## config.mk

```make
export PLATFORM = sky130hd
export DESIGN_NAME = pdc_bank
export DESIGN_NICKNAME = d
export VERILOG_FILES = /design/src/hdl/pdc_pkg.sv /design/src/hdl/pdc_lock_alarm.sv /design/src/hdl/pdc_bank.sv
export SDC_FILE = /design/constraint.sdc
export NUM_CORES = 1
export LEC_CHECK = 0
export BUFFER_PORTS_ARGS = -buffer_cell sky130_fd_sc_hd__buf_2
export CAP_MARGIN = 20
export CORE_MARGIN = 2
export CORE_UTILIZATION = 45
export DETAILED_ROUTE_END_ITERATION = 7
export GPL_TIMING_DRIVEN = 0
export PLACE_DENSITY_LB_ADDON = 0.25
export SETUP_SLACK_MARGIN = 0.02
export SYNTH_ARGS = -nofsm -noshare
export SYNTH_HDL_FRONTEND = slang
export SYNTH_SLANG_ARGS = --single-unit
```

## constraint.sdc

```tcl
create_clock -name clk -period 3.09 [get_ports clk]
set_input_delay 0.927 -clock clk [delete_from_list [all_inputs] [get_ports clk]]
set_output_delay 0.927 -clock clk [all_outputs]
set_load 0.03 [all_outputs]
```

## src/hdl/pdc_pkg.sv

```systemverilog
// Package for the power-down control bank: offsets, field positions,
// reset values and the packed control word.
// Assumes byte-wide registers on a 16-bit address from the serial port.
package pdc_pkg;

  localparam int ADDR_W = 16;
  localparam int DATA_W = 8;
  localparam int NUM_OUT = 2;

  // Register offsets
  localparam logic [15:0] LOCK_DBL_OFS = 16'h006c;
  localparam logic [15:0] REF_IN_OFS = 16'h006d;
  localparam logic [15:0] RSVD_OFS = 16'h006e;
  localparam logic [15:0] OUT_OFF_OFS = 16'h006f;
  localparam logic [15:0] LOOP_OFF_OFS = 16'h0070;

  // Field positions
  localparam int DBL_OFF_BIT = 0;
  localparam int LCK_MODE_BIT = 1;
  localparam int REF_OFF_BIT = 0;
  localparam int OUT0_OFF_BIT = 0;
  localparam int CAL_HOLD_BIT = 0;
  localparam int MOD_OFF_BIT = 1;
  localparam int DLOOP_OFF_BIT = 2;

  // Reset values and read value of reserved bits
  localparam logic RST_BIT = 1'b0;
  localparam logic [7:0] ZERO_BYTE = 8'h00;

  // Enables, alarm and synchroniser state after reset
  localparam logic EN_RST = ~RST_BIT;
  localparam logic ALARM_RST = 1'b1;
  localparam logic [1:0] SYNC_RST = 2'h0;

  // Register selector decoded from the address
  typedef enum logic [2:0] {
    PDC_SEL_NONE = 3'h0,
    PDC_SEL_LOCK_DBL = 3'h1,
    PDC_SEL_REF_IN = 3'h3,
    PDC_SEL_RSVD = 3'h2,
    PDC_SEL_OUT_OFF = 3'h6,
    PDC_SEL_LOOP_OFF = 3'h7
  } pdc_sel_t;

  // All control bits of the bank
  typedef struct packed {
    logic lock_alarm_release_mode;
    logic crystal_doubler_off;
    logic reference_input_off;
    logic [NUM_OUT-1:0] output_pair_off;
    logic digital_loop_off;
    logic modulator_off;
    logic calibration_hold;
  } pdc_ctrl_t;

  localparam pdc_ctrl_t CTRL_RESET = '0;

endpackage

```

## src/hdl/pdc_lock_alarm.sv

```systemverilog
// Loss-of-lock alarm release qualifier.
// Assumes lock and stability indications arrive from analog circuits,
// asynchronous to clk.
`timescale 1ns/1ns
`default_nettype none
module pdc_lock_alarm (
  input wire logic clk,
  input wire logic rst,
  input wire logic release_mode,
  input wire logic pll_locked_raw,
  input wire logic outputs_stable_raw,
  output logic loss_of_lock_alarm
);

  logic [1:0] lock_sync_reg;
  logic [1:0] stable_sync_reg;
  logic alarm_reg;
  logic alarm_next;
  logic lock_s;
  logic stable_s;

  // Two-stage synchronisers; only the second stage is read
  always_ff @(posedge clk) begin
    if (rst) begin
      lock_sync_reg <= pdc_pkg::SYNC_RST;
      stable_sync_reg <= pdc_pkg::SYNC_RST;
    end else begin
      lock_sync_reg <= {lock_sync_reg[0], pll_locked_raw};
      stable_sync_reg <= {stable_sync_reg[0], outputs_stable_raw};
    end
  end

  assign lock_s = lock_sync_reg[1];
  assign stable_s = stable_sync_reg[1];

  // Mode 1 also waits for stable outputs before releasing
  assign alarm_next = !(lock_s && (!release_mode || stable_s)); // [RQ1]

  // Alarm held asserted from reset until lock is seen
  always_ff @(posedge clk) begin
    if (rst) begin
      alarm_reg <= pdc_pkg::ALARM_RST;
    end else begin
      alarm_reg <= alarm_next;
    end
  end

  assign loss_of_lock_alarm = alarm_reg;

endmodule
`default_nettype wire

```

## src/hdl/pdc_bank.sv

```systemverilog
// Power-down and enable control bank of the clock synthesizer.
// Assumes the serial control port delivers single-cycle byte write and
// read strobes in the clk domain; pll status inputs are asynchronous.
//
// Behaviour
// [RQ1] Lock alarm drops on lock; mode one also waits for stable outputs.
// [RQ2] Doubler-off zero feeds twice crystal frequency; one feeds it unchanged.
// [RQ3] Reference-off zero enables the differential reference input; one disables.
// [RQ4] Each output off bit disables that pair's logic and tristates its driver.
// [RQ5] Digital-loop-off zero runs the digital PLL; one shuts it down.
// [RQ6] Modulator-off one disables the delta-sigma modulator; zero enables it.
// [RQ7] Calibration hold one keeps calibration in reset; zero lets it run.
// [RQ8] Software writes zero to reserved bits and ignores their read value.
// [RQ9] A written bit acts as soon as the byte write completes.
// [RQ10] Every defined control bit resets to zero, all blocks enabled.
`timescale 1ns/1ns
`default_nettype none
module pdc_bank #(
  parameter int NUM_OUT = pdc_pkg::NUM_OUT
) (
  input wire logic clk,
  input wire logic rst,
  input wire logic wr_en,
  input wire logic rd_en,
  input wire logic [pdc_pkg::ADDR_W-1:0] addr,
  input wire logic [pdc_pkg::DATA_W-1:0] wdata,
  output logic [pdc_pkg::DATA_W-1:0] rdata,
  output logic rd_valid,
  input wire logic pll_locked_raw,
  input wire logic outputs_stable_raw,
  output logic loss_of_lock_alarm,
  output logic crystal_doubler_on,
  output logic reference_input_enable,
  output logic [NUM_OUT-1:0] output_logic_enable,
  output logic [NUM_OUT-1:0] output_driver_oe,
  output logic digital_loop_enable,
  output logic modulator_enable,
  output logic calibration_reset
);

  // Address decode shared by the write and read paths
  function automatic pdc_pkg::pdc_sel_t decode(
    input logic [pdc_pkg::ADDR_W-1:0] a
  );
    case (a)
      pdc_pkg::LOCK_DBL_OFS: decode = pdc_pkg::PDC_SEL_LOCK_DBL;
      pdc_pkg::REF_IN_OFS: decode = pdc_pkg::PDC_SEL_REF_IN;
      pdc_pkg::RSVD_OFS: decode = pdc_pkg::PDC_SEL_RSVD;
      pdc_pkg::OUT_OFF_OFS: decode = pdc_pkg::PDC_SEL_OUT_OFF;
      pdc_pkg::LOOP_OFF_OFS: decode = pdc_pkg::PDC_SEL_LOOP_OFF;
      default: decode = pdc_pkg::PDC_SEL_NONE;
    endcase
  endfunction

  pdc_pkg::pdc_ctrl_t ctrl_reg;
  pdc_pkg::pdc_ctrl_t ctrl_next;
  logic [pdc_pkg::DATA_W-1:0] rdata_reg;
  logic [pdc_pkg::DATA_W-1:0] rdata_next;
  logic rd_valid_reg;
  pdc_pkg::pdc_sel_t wr_sel;
  pdc_pkg::pdc_sel_t rd_sel;
  logic wr_lock_dbl;
  logic wr_ref_in;
  logic wr_out_off;
  logic wr_loop_off;
  logic [pdc_pkg::DATA_W-1:0] rd_lock_dbl;
  logic [pdc_pkg::DATA_W-1:0] rd_ref_in;
  logic [pdc_pkg::DATA_W-1:0] rd_out_off;
  logic [pdc_pkg::DATA_W-1:0] rd_loop_off;
  logic lock_mode_next;
  logic dbl_off_next;
  logic ref_off_next;
  logic [NUM_OUT-1:0] out_off_next;
  logic dloop_off_next;
  logic mod_off_next;
  logic cal_hold_next;
  logic doubler_on_reg;
  logic doubler_on_next;
  logic ref_en_reg;
  logic ref_en_next;
  logic [NUM_OUT-1:0] out_logic_en_reg;
  logic [NUM_OUT-1:0] out_logic_en_next;
  logic [NUM_OUT-1:0] out_oe_reg;
  logic [NUM_OUT-1:0] out_oe_next;
  logic dloop_en_reg;
  logic dloop_en_next;
  logic mod_en_reg;
  logic mod_en_next;
  logic cal_reset_reg;
  logic cal_reset_next;

  // Write strobes per register; reserved bytes and bits take no storage
  assign wr_sel = decode(addr);
  assign wr_lock_dbl = wr_en && (wr_sel == pdc_pkg::PDC_SEL_LOCK_DBL);
  assign wr_ref_in = wr_en && (wr_sel == pdc_pkg::PDC_SEL_REF_IN);
  assign wr_out_off = wr_en && (wr_sel == pdc_pkg::PDC_SEL_OUT_OFF);
  assign wr_loop_off = wr_en && (wr_sel == pdc_pkg::PDC_SEL_LOOP_OFF);

  // Per-field next values; a field only moves on a write to its own byte
  assign lock_mode_next = wr_lock_dbl ?
    wdata[pdc_pkg::LCK_MODE_BIT] : ctrl_reg.lock_alarm_release_mode;
  assign dbl_off_next = wr_lock_dbl ?
    wdata[pdc_pkg::DBL_OFF_BIT] : ctrl_reg.crystal_doubler_off;
  assign ref_off_next = wr_ref_in ?
    wdata[pdc_pkg::REF_OFF_BIT] : ctrl_reg.reference_input_off;
  assign out_off_next = wr_out_off ?
    wdata[pdc_pkg::OUT0_OFF_BIT +: NUM_OUT] : ctrl_reg.output_pair_off;
  assign dloop_off_next = wr_loop_off ?
    wdata[pdc_pkg::DLOOP_OFF_BIT] : ctrl_reg.digital_loop_off;
  assign mod_off_next = wr_loop_off ?
    wdata[pdc_pkg::MOD_OFF_BIT] : ctrl_reg.modulator_off;
  assign cal_hold_next = wr_loop_off ?
    wdata[pdc_pkg::CAL_HOLD_BIT] : ctrl_reg.calibration_hold;

  // Next control word gathered from the fields
  assign ctrl_next = '{
    lock_alarm_release_mode: lock_mode_next,
    crystal_doubler_off: dbl_off_next,
    reference_input_off: ref_off_next,
    output_pair_off: out_off_next,
    digital_loop_off: dloop_off_next,
    modulator_off: mod_off_next,
    calibration_hold: cal_hold_next
  };

  // Control word; no shadow copy so a write acts on the next edge
  always_ff @(posedge clk) begin
    if (rst) begin
      ctrl_reg <= pdc_pkg::CTRL_RESET; // [RQ10]
    end else begin
      ctrl_reg <= ctrl_next; // [RQ9]
    end
  end

  // Read images; reserved positions read back as zero
  always_comb begin
    rd_lock_dbl = pdc_pkg::ZERO_BYTE;
    rd_lock_dbl[pdc_pkg::LCK_MODE_BIT] = ctrl_reg.lock_alarm_release_mode;
    rd_lock_dbl[pdc_pkg::DBL_OFF_BIT] = ctrl_reg.crystal_doubler_off;
    rd_ref_in = pdc_pkg::ZERO_BYTE;
    rd_ref_in[pdc_pkg::REF_OFF_BIT] = ctrl_reg.reference_input_off;
    rd_out_off = pdc_pkg::ZERO_BYTE;
    rd_out_off[pdc_pkg::OUT0_OFF_BIT +: NUM_OUT] = ctrl_reg.output_pair_off;
    rd_loop_off = pdc_pkg::ZERO_BYTE;
    rd_loop_off[pdc_pkg::DLOOP_OFF_BIT] = ctrl_reg.digital_loop_off;
    rd_loop_off[pdc_pkg::MOD_OFF_BIT] = ctrl_reg.modulator_off;
    rd_loop_off[pdc_pkg::CAL_HOLD_BIT] = ctrl_reg.calibration_hold;
  end

  // Read mux; unmapped and reserved addresses answer zero
  assign rd_sel = decode(addr);
  always_comb begin
    case (rd_sel)
      pdc_pkg::PDC_SEL_LOCK_DBL: rdata_next = rd_lock_dbl;
      pdc_pkg::PDC_SEL_REF_IN: rdata_next = rd_ref_in;
      pdc_pkg::PDC_SEL_OUT_OFF: rdata_next = rd_out_off;
      pdc_pkg::PDC_SEL_LOOP_OFF: rdata_next = rd_loop_off;
      default: rdata_next = pdc_pkg::ZERO_BYTE; // [RQ8]
    endcase
  end

  // Read data held until the next read
  always_ff @(posedge clk) begin
    if (rst) begin
      rdata_reg <= pdc_pkg::ZERO_BYTE;
      rd_valid_reg <= pdc_pkg::RST_BIT;
    end else begin
      rd_valid_reg <= rd_en;
      if (rd_en) begin
        rdata_reg <= rdata_next;
      end
    end
  end

  assign rdata = rdata_reg;
  assign rd_valid = rd_valid_reg;

  // Enables worked out from the next word so the flops track the bits
  assign doubler_on_next = !ctrl_next.crystal_doubler_off; // [RQ2]
  assign ref_en_next = !ctrl_next.reference_input_off; // [RQ3]
  assign dloop_en_next = !ctrl_next.digital_loop_off; // [RQ5]
  assign mod_en_next = !ctrl_next.modulator_off; // [RQ6]
  assign cal_reset_next = ctrl_next.calibration_hold; // [RQ7]

  // Per-output gating; logic and driver go off together
  genvar gi;
  generate
    for (gi = 0; gi < NUM_OUT; gi++) begin : g_out
      assign out_logic_en_next[gi] = !ctrl_next.output_pair_off[gi]; // [RQ4]
      assign out_oe_next[gi] = !ctrl_next.output_pair_off[gi]; // [RQ4]
    end
  endgenerate

  // Output flops: each enable leaves the block glitch free, at the cost of
  // one flop per line; it still changes on the edge that stores its bit
  always_ff @(posedge clk) begin
    if (rst) begin
      doubler_on_reg <= pdc_pkg::EN_RST; // [RQ10]
      ref_en_reg <= pdc_pkg::EN_RST;
      out_logic_en_reg <= {NUM_OUT{pdc_pkg::EN_RST}};
      out_oe_reg <= {NUM_OUT{pdc_pkg::EN_RST}};
      dloop_en_reg <= pdc_pkg::EN_RST;
      mod_en_reg <= pdc_pkg::EN_RST;
      cal_reset_reg <= pdc_pkg::RST_BIT;
    end else begin
      doubler_on_reg <= doubler_on_next; // [RQ9]
      ref_en_reg <= ref_en_next;
      out_logic_en_reg <= out_logic_en_next;
      out_oe_reg <= out_oe_next;
      dloop_en_reg <= dloop_en_next;
      mod_en_reg <= mod_en_next;
      cal_reset_reg <= cal_reset_next;
    end
  end

  // Block enables straight from the output flops
  assign crystal_doubler_on = doubler_on_reg;
  assign reference_input_enable = ref_en_reg;
  assign output_logic_enable = out_logic_en_reg;
  assign output_driver_oe = out_oe_reg;
  assign digital_loop_enable = dloop_en_reg;
  assign modulator_enable = mod_en_reg;
  assign calibration_reset = cal_reset_reg;

  // Alarm release, qualified by the mode bit
  pdc_lock_alarm u_lock_alarm (
    .clk(clk),
    .rst(rst),
    .release_mode(ctrl_reg.lock_alarm_release_mode),
    .pll_locked_raw(pll_locked_raw),
    .outputs_stable_raw(outputs_stable_raw),
    .loss_of_lock_alarm(loss_of_lock_alarm) // [RQ1]
  );

endmodule
`default_nettype wire

```

==> metrics.md <==
| Metric | Value |
|---|---|
| Synth area leaders | `dfxtp_1, buf_4, nand3_1, a21oi_1, a21o_1` |
| First-pass GRT wire length | `3539 um` |
| Cell taking the most area after synthesis | `dfxtp_1` |
| Gpl congestion | `0.8801` |
| Fillers | `207` |
| Sequential element share of the synthesized area | `0.4423` |
| CP endpoint kind | `flip-flop` |
| Setup TNS | `0 ns` |
| Yosys warnings | `0` |
| Asr flop ratio synth | `0` |
| Max VDD drop | `0.2819 mV` |
| Initial antenna violation count | `0` |
| Crit. path cell count | `6` |
| Synth Area per Inst | `9.378 sq um` |
| Via count | `947` |
| Diodes inserted | `0` |
| # H-tree levels | `1` |
| Largest register FFs | `7` |
| Final instance area | `1304 sq um` |
| Flop-to-flop setup slack | `2.09 ns` |
| Cell Pwr Density | `377.9 nW/um^2` |
| Register bit total from synthesis | `23` |
| WL final | `2076 um` |
| Fin Clk Skew | `0.003309 ns` |
| Dpl hpwl | `1650 um` |
| Reg2reg start | `ctrl_reg[7]` |
| Port bufs | `37` |
| Largest net degree at the start of global routing | `14` |
| IO Pins | `49` |
| Worst reg-to-reg path cell count | `4` |
| CTS Hold Buffers Added | `0` |
| Share of the synthesized area in the top cell type | `0.4423` |
| Clock Pin Slew Worst Setup and Hold Paths | `0.12 ns` |
| CTS Sinks | `23` |
| CP max stage cell | `or4_1` |
| Vias per inst | `5.147` |
| Crit path kind | `in2reg` |
| Routed Antenna Nets | `0` |
| Post-CTS setup buffers | `0` |
| R2r endpoint | `rdata[1]` |
| Placed Area | `1276 sq um` |
| Fmax achieved | `0.4299 GHz` |
| Num CTS Buffers | `3` |
| RSZ-0062 raised after global routing | `no` |
| Pins Over Slew Limit | `0` |
| Util after Layout | `0.5951` |
| CP peak stage delay | `0.53 ns` |
| CP top delay family | `simple AND/OR/NAND/NOR gates` |
| Fin crit period | `2.326 ns` |
| CP Max Fanout | `8` |
| Data arrival, critical path | `2.51 ns` |
| Number of flops mapped to enable cells by yosys | `0` |
| Worst Tran Pin Value | `0.4999 ns` |
| Yosys cell types | `33` |
| Worst setup path endpoint | `ctrl_reg[4]` |
| CP bufs+invs | `2` |
| Hold WC Path Type | `reg2reg` |
| Crit start category | `input port` |
| Final Hold Viols | `0` |
| Root buffer cell | `clkbuf_4` |
| Worst-path cell chain | `buf_2, or4_1, buf_6, or4_4, o21ai_1, a21oi_1` |
| Die height | `52.10 um` |
| Syn Inst Count | `111` |
| Area Overhead vs Synth | `25.24%` |
| Setup violations, final | `0` |
| LEAKAGE | `0.5205 nW` |
| TritonRoute pass-1 iters | `4` |
| Critical path startpoint | `addr[13]` |
| Total grt overflow | `0` |
| Die area | `2714 sq um` |
| Data required, critical path | `3.28 ns` |
| Gr usage total | `0.1737` |
| Post-CTS Resized | `0` |
| CTS Buffer Depth | `2` |
| Mapped Area | `1041 sq um` |
| Core Rows | `17` |
| Tcrit/Tclk final | `0.7528` |
| Main synth FF type | `dfxtp_1` |
| 1st-iter DRT viols | `10` |
| WL/cell | `11.28 um` |
| Share of layout cells above drive strength 1 | `0.3846` |
| CTS tree | `done` |
| Max Cap Viol | `0` |
| Vias in the first global route | `863` |
| Hold Slack | `0.4056 ns` |
| Worst skew pair latency | `0.30 ns` |
| Initial core utilization | `0.4752` |
| Drt drc | `0` |
| Relative slew slack | `0.6636` |
| Nets | `187` |
| Die W | `52.10 um` |
| Core area | `2191 sq um` |
| Status | `complete, no violations` |
[worst min path at each step]
| stage | start | endpoint | slack [ns] | cells past startpoint |
|---|---|---|---|---|
| finish | u_lock_alarm.lock_sync_reg[1] | u_lock_alarm.loss_of_lock_alarm | 0.41 | 1 |
| global route | u_lock_alarm.lock_sync_reg[1] | u_lock_alarm.loss_of_lock_alarm | 0.44 | 1 |
| detailed placement | u_lock_alarm.lock_sync_reg[1] | u_lock_alarm.loss_of_lock_alarm | 0.38 | 1 |
| global placement | u_lock_alarm.lock_sync_reg[1] | u_lock_alarm.loss_of_lock_alarm | 0.38 | 1 |
| CTS | u_lock_alarm.lock_sync_reg[1] | u_lock_alarm.loss_of_lock_alarm | 0.41 | 1 |
| floorplan | u_lock_alarm.lock_sync_reg[1] | u_lock_alarm.loss_of_lock_alarm | 0.37 | 1 |
[power by group]
group | internal, W | leakage (nW) | switching, W
clock | 0.0000482 | 0.0177 | 0.0000869
sequential | 0.000300 | 0.187 | 0.000000668
combinational | 0.0000237 | 0.316 | 0.0000334
[cell usage in the layout (no fill, tap or decap), types with 2 or more instances in the layout]
cell      synthesis  layout
a21o_1            6       6
a21oi_1           9       9
buf_2             1      38
buf_4             8       8
clkbuf_1          2       2
clkbuf_4          0       3
conb_1            1       5
dfxtp_1          23      23
inv_1             2       2
nand2_1           3       3
nand2b_1          3       3
nand3_1          11      11
nand3b_1          3       3
nor2_1            2       2
nor2b_1           5       5
nor3_1            2       2
o21ai_0           5       5
o21ai_1           2       2
o21ai_2           5       5
or4_1             2       2
or4_4             3       3
[per-stage QoR]
step	instances	setup slack [ns]	total power, W
floorplan	115	0.6124	0.0003409
global placement	180	0.4731	0.0003625
detailed placement	180	0.4221	0.0003638
CTS	184	0.7674	0.0004984
global route	184	0.6043	0.0005176
finish	184	0.7639	0.0004927
[Yosys cell counts (3+ instances only)]
cell type / instances
dfxtp_1: 23
nand3_1: 11
a21oi_1: 9
buf_4: 8
a21o_1: 6
nor2b_1: 5
o21ai_0: 5
o21ai_2: 5
nand2_1: 3
nand2b_1: 3
nand3b_1: 3
or4_4: 3
[metal layers]
metal / share of wire / vias to the layer above / GRT usage
li1: - / 479 / -
met1: 0.43 / 435 / 0.2107
met2: 0.49 / 31 / 0.3038
met5: 0 / - / 0
met3: 0.067 / 2 / 0.01724
met4: 0.0082 / 0 / 0.08333
[area by class of cell]
cell class / instances / area [sq um] / area share
inverters: 2 / 7.507 / 0.005758
repair buffers: 37 / 185.2 / 0.1420
multi-input cells: 78 / 504.2 / 0.3868
well taps: 28 / 35.03 / 0.02687
clock buffers: 3 / 22.52 / 0.01727
clock inverters: 1 / 5.005 / 0.003839
plain buffers: 12 / 83.83 / 0.06430
flip-flops and latches: 23 / 460.4 / 0.3532
[logic make-up after synthesis]
kind of cell / synth area share
AO/OA/AOI/OAI: 0.1911
buffers and inverters: 0.08774
flip-flops: 0.4423
multiplexers: 0.009616
other: 0.003602
AND/OR/NAND/NOR: 0.2656
No activity file was read; power rests on OpenSTA's default activity.
